--- src/qeu_regs.svh ---
// Purpose: Register map, field positions and reset values of the encoder unit
// Assumes: Word-index offsets; byte address is four times the index
// Notes:   Definitions only
// Behaviour
// - Unit keeps running in Idle when stop_in_idle clear
// - Reset clears stop_in_idle bit
// - Unit halts in Idle when stop_in_idle set
// - Timer counts normally in Idle if allowed
// - Rollover, index, error, period, gate set flag
// - Flag stays set until software clears
// - Interrupt forwarded only when enable bit set
// - Control register at 0122, resets to zero
// - Filter control register at 0124, resets zero
// - Unimplemented bits read zero, ignore writes
// - Timer mode: position is count, maximum period
// - Count error sets flag, irq unless disabled
// - Sleep halts whole unit including timer
`ifndef QEU_REGS_SVH
`define QEU_REGS_SVH
// ==========================================================
// Register indices
`define QEU_IDX_CTRL    10'h122
`define QEU_IDX_FILT    10'h124
`define QEU_IDX_POS     10'h126
`define QEU_IDX_MAX     10'h128
`define QEU_IDX_PINSEL  10'h2A8
`define QEU_IDX_IRQST   10'h130
`define QEU_IDX_IRQEN   10'h131
// ==========================================================
// Write masks of implemented bits
`define QEU_MASK_CTRL   16'hBFBF
`define QEU_MASK_FILT   16'h07F0
`define QEU_MASK_PINSEL 16'h01FF
`define QEU_MASK_IRQ    16'h000F
// ==========================================================
// Reset values
`define QEU_RST_CTRL    16'h0000
`define QEU_RST_FILT    16'h0000
`define QEU_RST_POS     16'h0000
`define QEU_RST_MAX     16'hFFFF
`define QEU_RST_PINSEL  16'h0000
// ==========================================================
// Control fields
`define QEU_C_ERR   15
`define QEU_C_SIDL  13
`define QEU_C_INDEX 12
`define QEU_C_DIR   11
`define QEU_C_MODE  10:8
`define QEU_C_SWAP  7
`define QEU_C_GATE  5
`define QEU_C_PRE   4:3
`define QEU_C_POSR  2
`define QEU_C_TCS   1
`define QEU_C_DSRC  0
// Filter fields
`define QEU_F_IMV   10:9
`define QEU_F_COUNT_ERROR_IRQ_DISABLE  8
`define QEU_F_OUTEN 7
`define QEU_F_DIV   6:4
// Status bits
`define QEU_S_ROLL  0
`define QEU_S_INDEX 1
`define QEU_S_PER   2
`define QEU_S_GATE  3
// Filter stable length in samples
`define QEU_FILT_LEN 3
`endif

--- src/qeu_pkg.sv ---
// Purpose: Shared types of the encoder unit
// Assumes: Mode codes as held in the control register
// Notes:   Mode decode used by logic and checks
package qeu_pkg;
  // ==========================================================
  // Types
  typedef logic [15:0] qeu_word_t;   // One register word
  typedef enum {QEU_M_OFF, QEU_M_TIMER, QEU_M_IDX, QEU_M_MAX} qeu_mode_t;

  // Mode field to operating mode
  function automatic qeu_mode_t qeu_mode_decode(input logic [2:0] m);
    case (m)
      3'h1:          return QEU_M_TIMER;
      3'h4, 3'h6:    return QEU_M_IDX;
      3'h5, 3'h7:    return QEU_M_MAX;
      default:       return QEU_M_OFF;
    endcase
  endfunction
endpackage : qeu_pkg

--- src/qeu_top.sv ---
// Purpose: Quadrature encoder unit with idle/sleep halt, interrupts and registers
// Assumes: One 50 MHz clock, synchronous active-low reset, pins asynchronous
// Notes:   Register read data valid the cycle after the read strobe
`timescale 1ns/1ps
`include "qeu_regs.svh"
module qeu_top (
  // Clock and reset
  input  wire logic              clk_sys_i,
  input  wire logic              resetn_i,
  // Register port
  input  wire logic [11:0]       addr_i,
  input  wire logic [31:0]       wdata_i,
  input  wire logic              wr_i,
  input  wire logic              rd_i,
  output logic [31:0]            rdata_o,
  // Encoder pins
  input  wire logic              phase_a_i,
  input  wire logic              phase_b_i,
  input  wire logic              index_pin_i,
  // Processor power state
  input  wire logic              cpu_idle_i,
  input  wire logic              cpu_sleep_i,
  // Outputs
  output logic                   irq_o,
  output logic                   count_direction_o
);
  import qeu_pkg::*;

  // ==========================================================
  // Register decode
  function automatic logic reg_hit(input logic [11:0] a, input logic [9:0] idx);
    return (a[11:2] == idx) && (a[1:0] == 2'h0);
  endfunction

  // Timer prescale terminal count: 0, 7, 63, 255 (divide by 1, 8, 64, 256)
  function automatic logic [7:0] pre_limit(input logic [1:0] p);
    case (p)
      2'h0:    return 8'h00;
      2'h1:    return 8'h07;
      2'h2:    return 8'h3F;
      default: return 8'hFF;
    endcase
  endfunction

  qeu_word_t        ctrl_ff;       // Control register
  qeu_word_t        filt_ff;       // Filter control register
  qeu_word_t        pos_ff;        // Position / timer count
  qeu_word_t        max_ff;        // Maximum count / period
  qeu_word_t        pinsel_ff;     // Pin analog/digital select
  logic [3:0]       irqst_ff;      // Sticky event bits
  logic [3:0]       irqen_ff;      // Per-event enables
  logic [2:0]       sync1_ff;      // First sync stage a,b,index
  logic [2:0]       sync2_ff;      // Second sync stage
  logic [2:0]       hist_ff [3];   // Filter sample history
  logic [2:0]       filt_out_ff;   // Filtered levels
  logic [6:0]       fdiv_ff;       // Filter sample divider
  logic [1:0]       ab_prev_ff;    // Previous phase levels
  logic             idx_prev_ff;   // Previous qualified index
  logic             a_prev_ff;     // Previous phase A for timer
  logic             dir_ff;        // Decoded direction
  logic [7:0]       pre_ff;        // Timer prescaler
  qeu_mode_t        mode;
  logic             run;
  logic [2:0]       pins;
  logic             pa, pb, idx_q;
  logic             x4, enc_pulse, enc_up, idx_ev;
  logic             t_src, t_tick, t_up, gate_ev;
  logic             wr_pos, wr_ctrl, rd_st;
  logic             ev_roll, ev_per, ev_err;
  logic             fsample;

  // ==========================================================
  // Run control: sleep halts everything, idle halts only on request
  assign mode = qeu_mode_decode(ctrl_ff[`QEU_C_MODE]);
  assign run  = !cpu_sleep_i && !(cpu_idle_i && ctrl_ff[`QEU_C_SIDL]);

  // ==========================================================
  // Pin synchroniser, two flops before any use
  always_ff @(posedge clk_sys_i) begin
    if (!resetn_i) begin
      sync1_ff <= 3'h0;
      sync2_ff <= 3'h0;
    end else begin
      sync1_ff <= {index_pin_i, phase_b_i, phase_a_i};
      sync2_ff <= sync1_ff;
    end
  end

  // ==========================================================
  // Noise filter: output moves only after three equal samples
  assign fsample = (fdiv_ff == ((7'h01 << filt_ff[`QEU_F_DIV]) - 7'h01));
  always_ff @(posedge clk_sys_i) begin
    if (!resetn_i) begin
      fdiv_ff     <= 7'h00;
      filt_out_ff <= 3'h0;
      for (int i = 0; i < `QEU_FILT_LEN; i++) begin
        hist_ff[i] <= 3'h0;
      end
    end else if (run) begin
      fdiv_ff <= fsample ? 7'h00 : fdiv_ff + 7'h01;
      if (fsample) begin
        hist_ff[0] <= sync2_ff;
        hist_ff[1] <= hist_ff[0];
        hist_ff[2] <= hist_ff[1];
        for (int c = 0; c < 3; c++) begin
          if (hist_ff[0][c] == hist_ff[1][c] && hist_ff[1][c] == hist_ff[2][c]) begin
            filt_out_ff[c] <= hist_ff[0][c];
          end
        end
      end
    end
  end
  // Bypass when filter disabled; costs noise immunity, saves latency
  assign pins = filt_ff[`QEU_F_OUTEN] ? filt_out_ff : sync2_ff;
  assign pa   = ctrl_ff[`QEU_C_SWAP] ? pins[1] : pins[0];
  assign pb   = ctrl_ff[`QEU_C_SWAP] ? pins[0] : pins[1];

  // ==========================================================
  // Quadrature decode and index qualification
  assign x4        = ctrl_ff[9];
  assign enc_pulse = (mode == QEU_M_IDX || mode == QEU_M_MAX) &&
                     ((pa != ab_prev_ff[0]) || (x4 && (pb != ab_prev_ff[1])));
  assign enc_up    = pa ^ ab_prev_ff[1];
  assign idx_q     = pins[2] && (x4 ? (pb == filt_ff[10] && pa == filt_ff[9])
                                    : ((filt_ff[10] ? pb : pa) == filt_ff[9]));
  assign idx_ev    = (mode == QEU_M_IDX) && idx_q && !idx_prev_ff;

  always_ff @(posedge clk_sys_i) begin
    if (!resetn_i) begin
      ab_prev_ff  <= 2'h0;
      idx_prev_ff <= 1'b0;
      a_prev_ff   <= 1'b0;
      dir_ff      <= 1'b0;
    end else if (run) begin
      ab_prev_ff  <= {pb, pa};
      idx_prev_ff <= idx_q;
      a_prev_ff   <= pa;
      if (enc_pulse) begin
        dir_ff <= enc_up;
      end
    end
  end

  // ==========================================================
  // Timer clock: internal cycles or phase A rises, gated, prescaled
  assign t_src   = ctrl_ff[`QEU_C_TCS] ? (pa && !a_prev_ff)
                 : (!ctrl_ff[`QEU_C_GATE] || pa);
  assign gate_ev = (mode == QEU_M_TIMER) && run && ctrl_ff[`QEU_C_GATE] &&
                   !ctrl_ff[`QEU_C_TCS] && !pa && a_prev_ff;
  assign t_tick  = (mode == QEU_M_TIMER) && run && t_src &&
                   (pre_ff == pre_limit(ctrl_ff[`QEU_C_PRE]));
  assign t_up    = ctrl_ff[`QEU_C_DSRC] ? pb : ctrl_ff[`QEU_C_DIR];

  always_ff @(posedge clk_sys_i) begin
    if (!resetn_i || wr_ctrl) begin
      pre_ff <= 8'h00;
    end else if ((mode == QEU_M_TIMER) && run && t_src) begin
      pre_ff <= t_tick ? 8'h00 : pre_ff + 8'h01;
    end
  end

  // ==========================================================
  // Position counter and its events
  assign wr_pos  = wr_i && reg_hit(addr_i, `QEU_IDX_POS);
  assign wr_ctrl = wr_i && reg_hit(addr_i, `QEU_IDX_CTRL);
  assign rd_st   = rd_i && reg_hit(addr_i, `QEU_IDX_IRQST);
  assign ev_per  = t_tick && (t_up ? (pos_ff == max_ff) : (pos_ff == 16'h0000));
  assign ev_roll = run && enc_pulse && (mode == QEU_M_MAX) &&
                   (enc_up ? (pos_ff == max_ff) : (pos_ff == 16'h0000));
  // Error when the next value would pass the expected wrap point
  assign ev_err  = run && enc_pulse && (mode == QEU_M_IDX) &&
                   (enc_up ? (pos_ff == max_ff) : (pos_ff == 16'h0000));

  always_ff @(posedge clk_sys_i) begin
    if (!resetn_i) begin
      pos_ff <= `QEU_RST_POS;
    end else if (wr_pos) begin
      pos_ff <= wdata_i[15:0]; // Software write beats counting
    end else if (run && idx_ev && ctrl_ff[`QEU_C_POSR]) begin
      pos_ff <= 16'h0000;
    end else if (ev_per || ev_roll) begin
      pos_ff <= (t_tick ? t_up : enc_up) ? 16'h0000 : max_ff;
    end else if (t_tick) begin
      pos_ff <= t_up ? pos_ff + 16'h0001 : pos_ff - 16'h0001;
    end else if (run && enc_pulse) begin
      pos_ff <= enc_up ? pos_ff + 16'h0001 : pos_ff - 16'h0001;
    end
  end

  // ==========================================================
  // Control, filter, maximum and pin-select registers
  always_ff @(posedge clk_sys_i) begin
    if (!resetn_i) begin
      ctrl_ff <= `QEU_RST_CTRL;
    end else begin
      if (wr_ctrl) begin
        ctrl_ff <= wdata_i[15:0] & `QEU_MASK_CTRL;
      end
      // Hardware set of the error flag wins over a software clear
      if (ev_err) begin
        ctrl_ff[`QEU_C_ERR] <= 1'b1;
      end
    end
  end

  always_ff @(posedge clk_sys_i) begin
    if (!resetn_i) begin
      filt_ff   <= `QEU_RST_FILT;
      max_ff    <= `QEU_RST_MAX;
      pinsel_ff <= `QEU_RST_PINSEL;
      irqen_ff  <= 4'h0;
    end else if (wr_i) begin
      if (reg_hit(addr_i, `QEU_IDX_FILT)) begin
        filt_ff <= wdata_i[15:0] & `QEU_MASK_FILT;
      end
      if (reg_hit(addr_i, `QEU_IDX_MAX)) begin
        max_ff <= wdata_i[15:0];
      end
      if (reg_hit(addr_i, `QEU_IDX_PINSEL)) begin
        pinsel_ff <= wdata_i[15:0] & `QEU_MASK_PINSEL;
      end
      if (reg_hit(addr_i, `QEU_IDX_IRQEN)) begin
        irqen_ff <= wdata_i[3:0];
      end
    end
  end

  // ==========================================================
  // Sticky status: cleared only by reading it, new events win
  // A lost event here would leave software waiting forever
  always_ff @(posedge clk_sys_i) begin
    if (!resetn_i) begin
      irqst_ff <= 4'h0;
    end else begin
      irqst_ff <= (rd_st ? 4'h0 : irqst_ff) |
                  {gate_ev, ev_per,
                   (run && idx_ev) || (ev_err && !filt_ff[`QEU_F_COUNT_ERROR_IRQ_DISABLE]),
                   ev_roll};
    end
  end

  // Level interrupt, masked per event
  always_ff @(posedge clk_sys_i) begin
    if (!resetn_i) begin
      irq_o <= 1'b0;
    end else begin
      irq_o <= |(irqst_ff & irqen_ff);
    end
  end

  always_ff @(posedge clk_sys_i) begin
    if (!resetn_i) begin
      count_direction_o <= 1'b0;
    end else begin
      count_direction_o <= (mode == QEU_M_TIMER) ? t_up : dir_ff;
    end
  end

  // ==========================================================
  // Read data, one cycle after the strobe, zero otherwise
  // Zero when idle so a stale word is never mistaken for an answer
  always_ff @(posedge clk_sys_i) begin
    if (!resetn_i || !rd_i) begin
      rdata_o <= 32'h0000_0000;
    end else if (reg_hit(addr_i, `QEU_IDX_CTRL)) begin
      rdata_o <= {16'h0000, ctrl_ff[15:13], pins[2],
                  (mode == QEU_M_TIMER) ? ctrl_ff[11] : dir_ff, ctrl_ff[10:0]};
    end else if (reg_hit(addr_i, `QEU_IDX_FILT)) begin
      rdata_o <= {16'h0000, filt_ff};
    end else if (reg_hit(addr_i, `QEU_IDX_POS)) begin
      rdata_o <= {16'h0000, pos_ff};
    end else if (reg_hit(addr_i, `QEU_IDX_MAX)) begin
      rdata_o <= {16'h0000, max_ff};
    end else if (reg_hit(addr_i, `QEU_IDX_PINSEL)) begin
      rdata_o <= {16'h0000, pinsel_ff};
    end else if (reg_hit(addr_i, `QEU_IDX_IRQST)) begin
      rdata_o <= {28'h0000000, irqst_ff};
    end else if (reg_hit(addr_i, `QEU_IDX_IRQEN)) begin
      rdata_o <= {28'h0000000, irqen_ff};
    end else begin
      rdata_o <= 32'h0000_0000; // Unmapped address
    end
  end

  // ==========================================================
  // Checks
  chk_idle_halt: assert property (@(posedge clk_sys_i) disable iff (!resetn_i)
    cpu_idle_i && ctrl_ff[`QEU_C_SIDL] && !wr_pos && !wr_ctrl |=> $stable(pos_ff))
    else $error("position moved while halted in idle");
  chk_sleep_halt: assert property (@(posedge clk_sys_i) disable iff (!resetn_i)
    cpu_sleep_i && !wr_pos && !rd_st |=> $stable(pos_ff) && $stable(irqst_ff & 4'hD))
    else $error("unit active during sleep");
  chk_idle_timer_runs: assert property (@(posedge clk_sys_i) disable iff (!resetn_i)
    cpu_idle_i && !cpu_sleep_i && !ctrl_ff[`QEU_C_SIDL] && t_tick && t_up &&
    pos_ff != max_ff && !wr_pos |=> pos_ff == $past(pos_ff) + 16'h0001)
    else $error("timer did not count in idle");
  chk_idle_runs: assert property (@(posedge clk_sys_i) disable iff (!resetn_i)
    cpu_idle_i && !cpu_sleep_i && !ctrl_ff[`QEU_C_SIDL] |-> run)
    else $error("unit stopped in idle with stop bit clear");
  chk_period_match: assert property (@(posedge clk_sys_i) disable iff (!resetn_i)
    t_tick && t_up && pos_ff == max_ff && !wr_pos && !rd_st |=>
    pos_ff == 16'h0000 && irqst_ff[`QEU_S_PER])
    else $error("period match not handled");
  chk_flag_sticky: assert property (@(posedge clk_sys_i) disable iff (!resetn_i)
    irqst_ff[`QEU_S_INDEX] && !rd_st |=> irqst_ff[`QEU_S_INDEX])
    else $error("flag cleared without software");
  chk_err_flag: assert property (@(posedge clk_sys_i) disable iff (!resetn_i)
    ev_err && !irqst_ff[`QEU_S_INDEX] |=> ctrl_ff[`QEU_C_ERR] &&
    (irqst_ff[`QEU_S_INDEX] == !$past(filt_ff[8]) || $past(idx_ev)))
    else $error("count error not flagged");
  chk_index_event: assert property (@(posedge clk_sys_i) disable iff (!resetn_i)
    run && idx_ev |=> irqst_ff[`QEU_S_INDEX])
    else $error("index event lost");
  chk_irq_masked: assert property (@(posedge clk_sys_i) disable iff (!resetn_i)
    (irqst_ff & irqen_ff) == 4'h0 |=> !irq_o)
    else $error("interrupt without enabled flag");
  chk_irq_level: assert property (@(posedge clk_sys_i) disable iff (!resetn_i)
    $rose(irqst_ff[0]) && irqen_ff[0] && !rd_st |=> irq_o [*2])
    else $error("interrupt level not held");
  chk_reset_clear: assert property (@(posedge clk_sys_i)
    !resetn_i |=> ctrl_ff == 16'h0000 && filt_ff == 16'h0000 && max_ff == 16'hFFFF)
    else $error("reset values wrong");
  chk_unimpl_zero: assert property (@(posedge clk_sys_i) disable iff (!resetn_i)
    rd_i && reg_hit(addr_i, `QEU_IDX_FILT) |=> (rdata_o & 32'hFFFF_F80F) == 32'h0)
    else $error("unimplemented bits read nonzero");

  // Event, mask and register checks
  chk_roll_event: assert property (@(posedge clk_sys_i) disable iff (!resetn_i)
    ev_roll && !wr_pos |=> irqst_ff[`QEU_S_ROLL] &&
    (pos_ff == ($past(enc_up) ? 16'h0000 : $past(max_ff))))
    else $error("rollover not flagged");
  chk_err_masked: assert property (@(posedge clk_sys_i) disable iff (!resetn_i)
    ev_err && filt_ff[`QEU_F_COUNT_ERROR_IRQ_DISABLE] && !irqst_ff[`QEU_S_INDEX] && !idx_ev |=>
    !irqst_ff[`QEU_S_INDEX])
    else $error("masked count error raised the flag");
  chk_irq_set: assert property (@(posedge clk_sys_i) disable iff (!resetn_i)
    (irqst_ff & irqen_ff) != 4'h0 |=> irq_o)
    else $error("enabled flag without interrupt");
  chk_ctrl_mask: assert property (@(posedge clk_sys_i) disable iff (!resetn_i)
    wr_ctrl && !ev_err |=> ctrl_ff == ($past(wdata_i[15:0]) & `QEU_MASK_CTRL))
    else $error("control write kept unimplemented bits");
  chk_read_idle: assert property (@(posedge clk_sys_i) disable iff (!resetn_i)
    !rd_i |=> rdata_o == 32'h0000_0000)
    else $error("read data present without a read");

  // Cover points of the main scenarios
  cov_idle_halt:  cover property (@(posedge clk_sys_i) cpu_idle_i && !run);
  cov_period:     cover property (@(posedge clk_sys_i) ev_per);
  cov_index:      cover property (@(posedge clk_sys_i) idx_ev && run);
  cov_irq_rise:   cover property (@(posedge clk_sys_i) $rose(irq_o));
endmodule // qeu_top

--- config.mk ---
export PLATFORM = sky130hd
export DESIGN_NAME = qeu_top
export DESIGN_NICKNAME = d
export VERILOG_FILES = /design/src/qeu_pkg.sv /design/src/qeu_top.sv
export VERILOG_INCLUDE_DIRS = /design/src /design/src/src
export SDC_FILE = /design/constraint.sdc
export NUM_CORES = 1
export LEC_CHECK = 0
export ABC_AREA = 1
export BUFFER_PORTS_ARGS = -buffer_cell sky130_fd_sc_hd__buf_4
export CAP_MARGIN = 20
export CORE_MARGIN = 2
export CORE_UTILIZATION = 53
export CTS_BUF_LIST = sky130_fd_sc_hd__clkbuf_2 sky130_fd_sc_hd__clkbuf_4 sky130_fd_sc_hd__clkbuf_8
export DETAILED_ROUTE_END_ITERATION = 16
export PLACE_DENSITY = 0.8
export RECOVER_POWER = 100
export SLEW_MARGIN = 20
export SYNTH_ARGS = -nofsm -noshare
export SYNTH_HDL_FRONTEND = slang
export SYNTH_SLANG_ARGS = --single-unit
--- constraint.sdc ---
create_clock -name clk_sys_i -period 2.3 [get_ports clk_sys_i]
set_input_delay 0.115 -clock clk_sys_i [delete_from_list [all_inputs] [get_ports clk_sys_i]]
set_output_delay 0.115 -clock clk_sys_i [all_outputs]
set_load 0.02 [all_outputs]
==> flow_metrics.env <==
export IMPL_status="complete, no violations"
export IMPL_critPathKind="reg -> reg"
export IMPL_io_pins=87
export IMPL_firstDrtPassIters=5
export IMPL_grt_pass1_wl_microns=41600
export IMPL_synth_top_area_share_pct=28.6
export IMPL_r2r_end="pos_ff[4]"
export IMPL_synth_top_area_cell="dfxtp_1"
export IMPL_final_common_cell="nand2_1"
export IMPL_viasPerCell=5.56
export IMPL_critPathLaunchType="flop"
export IMPL_clk_latency_ps=440
export IMPL_synthCells=1300
export IMPL_dieHeight_microns=127
export IMPL_vias=9018
export IMPL_r2r_cells=16
export IMPL_synth_edf_count=9
export IMPL_tritoncts="built"
export IMPL_crit_fanout=7
export IMPL_crit_reg2reg_launch="filt_ff[7]"
export IMPL_first_iter_violations=939
export IMPL_nNetsFinal=1480
export IMPL_initial_core_util_pct=53.5
export IMPL_port_buffers=54
export IMPL_drcViolationCount=0
export IMPL_hold_depth=3
export IMPL_clock_fmax_ghz=0.437
export IMPL_synth_seq_cells=124
export IMPL_core_sq_um=15000
export IMPL_syn2layout_area_growth_pct=20.9
export IMPL_avgSynthCellArea_sq_um=6.18
export IMPL_crit_path_cell_trace="inv_6 -> nand2_4 -> nand3_2 -> nand2_2 -> inv_2 -> ha_4 -> or2_4 -> nand3_4 -> nor2_4 -> buf_6 -> nor3_4 -> buf_4 -> buf_6 -> nand3_2 -> nand2_2 -> a21oi_2"
export IMPL_ys_seq_area_share_pct=32.0
export IMPL_num_rows=45
export IMPL_drv_slew=0
export IMPL_routabilityCongestion=0.931
export IMPL_dieArea_sq_um=16200
export IMPL_endpoint="pos_ff[4]"
export IMPL_yosysWarnings=0
export IMPL_timing_final_hold_violations=0
export IMPL_slew_headroom_pct=49.2
export IMPL_cp_startpoint="filt_ff[7]"
export IMPL_cap_viol_max_count=0
export IMPL_fp_dieW_microns=127
export IMPL_finalCriticalPeriod_ps=2290
export IMPL_clock_sinks=124
export IMPL_r2r_slack_ps=10
export IMPL_finalPower_mw=4.75
export IMPL_crit_arrival_ps=2610
export IMPL_final_cell_mix="nand2_1, inv_1, nor2_1"
export IMPL_cts_max_level=4
export IMPL_finalCritPeriodShare_pct=99.5
export IMPL_crit_slowest_cell="dfxtp_4"
export IMPL_antenna_found_initial=0
export IMPL_rsz0062_at_grt="true"
export IMPL_ir_drop_uv=530
export IMPL_tightest_slew_ps=761
export IMPL_worstPathRequired_ps=2620
export IMPL_tns_ps=0
export IMPL_ys_types=44
export IMPL_num_antenna_cells=0
export IMPL_syn_area_sq_um=8040
export IMPL_wl_microns=26400
export IMPL_p_leak_nw=4.73
export IMPL_synthArstFlopShare_pct=0
export IMPL_finalSetupViolCount=0
export IMPL_cp_slowest_stage_delay_ps=390
export IMPL_hold_class="in -> reg"
export IMPL_cts_buffer_depth=2
export IMPL_powerDensity_nw_per_um2=488
export IMPL_clock_root_buffer="clkbuf_8"
export IMPL_endpoint_kind="flop"
export IMPL_overflow=0
export IMPL_drtAntennaViolNets=0
export IMPL_synth_ff_type="dfxtp_1"
export IMPL_netlist_top_cells_area="dfxtp_1, nand2_1, inv_1"
export IMPL_skew_ps=17.8
export IMPL_grt_pass1_vias=8450
export IMPL_grt_usage_pct=32.1
export IMPL_grt_max_degree=56
export IMPL_numCtsBuffers=17
export IMPL_hpwl_microns=19100
export IMPL_drive_gt1_share_pct=15.6
export IMPL_wl_per_cell_microns=16.3
export IMPL_clkTransAtPathRegs_ps=70
per-stage QoR:
stage | instances | hold WS [ps] | setup WS (ps) | util, % | instance area [sq um]
3_5_place_dp | 1561 | 308 | -106 | 59.3 | 8910
6_report | 1622 | 19.5 | 12.2 | 64.6 | 9720
5_1_grt | 1622 | 47.2 | -57.8 | 64.6 | 9720
3_3_place_gp | 1561 | 299 | 17.8 | 59.3 | 8910
4_1_cts | 1611 | 5.09 | -4.93 | 63.5 | 9540
2_1_floorplan | 1315 | 213 | 58.7 | - | 8100
Yosys cell counts (14+ instances only):
| library cell | instances |
|---|---|
| a21oi_1 | 74 |
| buf_2 | 28 |
| buf_4 | 18 |
| clkbuf_1 | 19 |
| dfxtp_1 | 115 |
| inv_1 | 145 |
| nand2_1 | 408 |
| nand3_1 | 93 |
| nand4_1 | 14 |
| nor2_1 | 144 |
| o211ai_1 | 28 |
| o21ai_0 | 89 |
| xor2_1 | 15 |
worst max-delay path, delay by kind of cell (launching register included):
kind	cells	cell delay, ps
buffers and inverters	5	580
DFF	1	390
adders and majority gates	1	150
and+or+nand+nor	9	1000
AOI/OAI and AO/OA	1	30
per-layer routing:
metal | GRT usage, % | vias up | share of wire [%]
met5 | 0 | - | 0
met1 | 41.4 | 4086 | 41
met3 | 5.28 | 75 | 8.3
met2 | 53.4 | 441 | 47
met4 | 14.1 | 0 | 3.7
li1 | - | 4416 | -
cell type report:
type | count | area [sq um]
Inverter | 153 | 579
Clock buffer | 19 | 249
Timing Repair Buffer | 152 | 1130
Tap cell | 188 | 235
Clock inverter | 13 | 173
Fill cell | 1341 | 5320
Sequential cell | 124 | 2590
Multi-Input combinational cell | 973 | 4760
how the worst min path moves through the flow:
stage	start	to	slack, ps
global placement	phase_b_i	sync1_ff[1]	300
floorplan	phase_a_i	sync1_ff[0]	210
finish	wdata_i[2]	irqen_ff[2]	20
global route	wdata_i[15]	max_ff[15]	50
detailed placement	index_pin_i	sync1_ff[2]	310
CTS	wdata_i[6]	filt_ff[6]	5
sequential cells by signal, indices dropped and copies added, names as in the netlist:
register and cells:
ctrl_ff 13, count_direction_o 1, irqst_ff 4, fdiv_ff 7, filt_out_ff 3, irqen_ff 4
idx_prev_ff 1, pinsel_ff 9, pos_ff 16, max_ff 16, rdata_o 16, sync1_ff 3
pre_ff 8, hist_ff 9, sync2_ff 3, filt_ff 7, ab_prev_ff 2, dir_ff 1
irq_o 1
cell families (layout without fill, tap and decap cells):
group | Yosys count | after routing | share of synthesized area [%]
other | 1 | 16 | 0.0466
and+or+nand+nor | 709 | 711 | 37.5
buffers and inverters | 220 | 337 | 11.7
AOI/OAI and AO/OA | 222 | 222 | 15.8
DFF | 124 | 124 | 32.0
xor gates and xnor gates | 18 | 18 | 1.96
adders and majority gates | 6 | 6 | 0.934
timing repair:
item / 4_1_cts / 5_1_grt
setup buffers: 0 / 8
gates cloned: 0 / 3
hold endpoints to repair: 21 / 0
resized for setup: 6 / 63
hold buffers: 18 / 0
endpoints found under the setup margin: 15 / 26
pin swaps: 1 / 13
power by group:
| group | leakage (nW) | switching, mW | internal [mW] |
|---|---|---|---|
| Sequential | 1.03 | 0.0158 | 2.19 |
| Clock | 0.205 | 0.893 | 1.19 |
| Combinational | 3.49 | 0.284 | 0.167 |
Note: power is estimated with default switching activity, not from simulation.
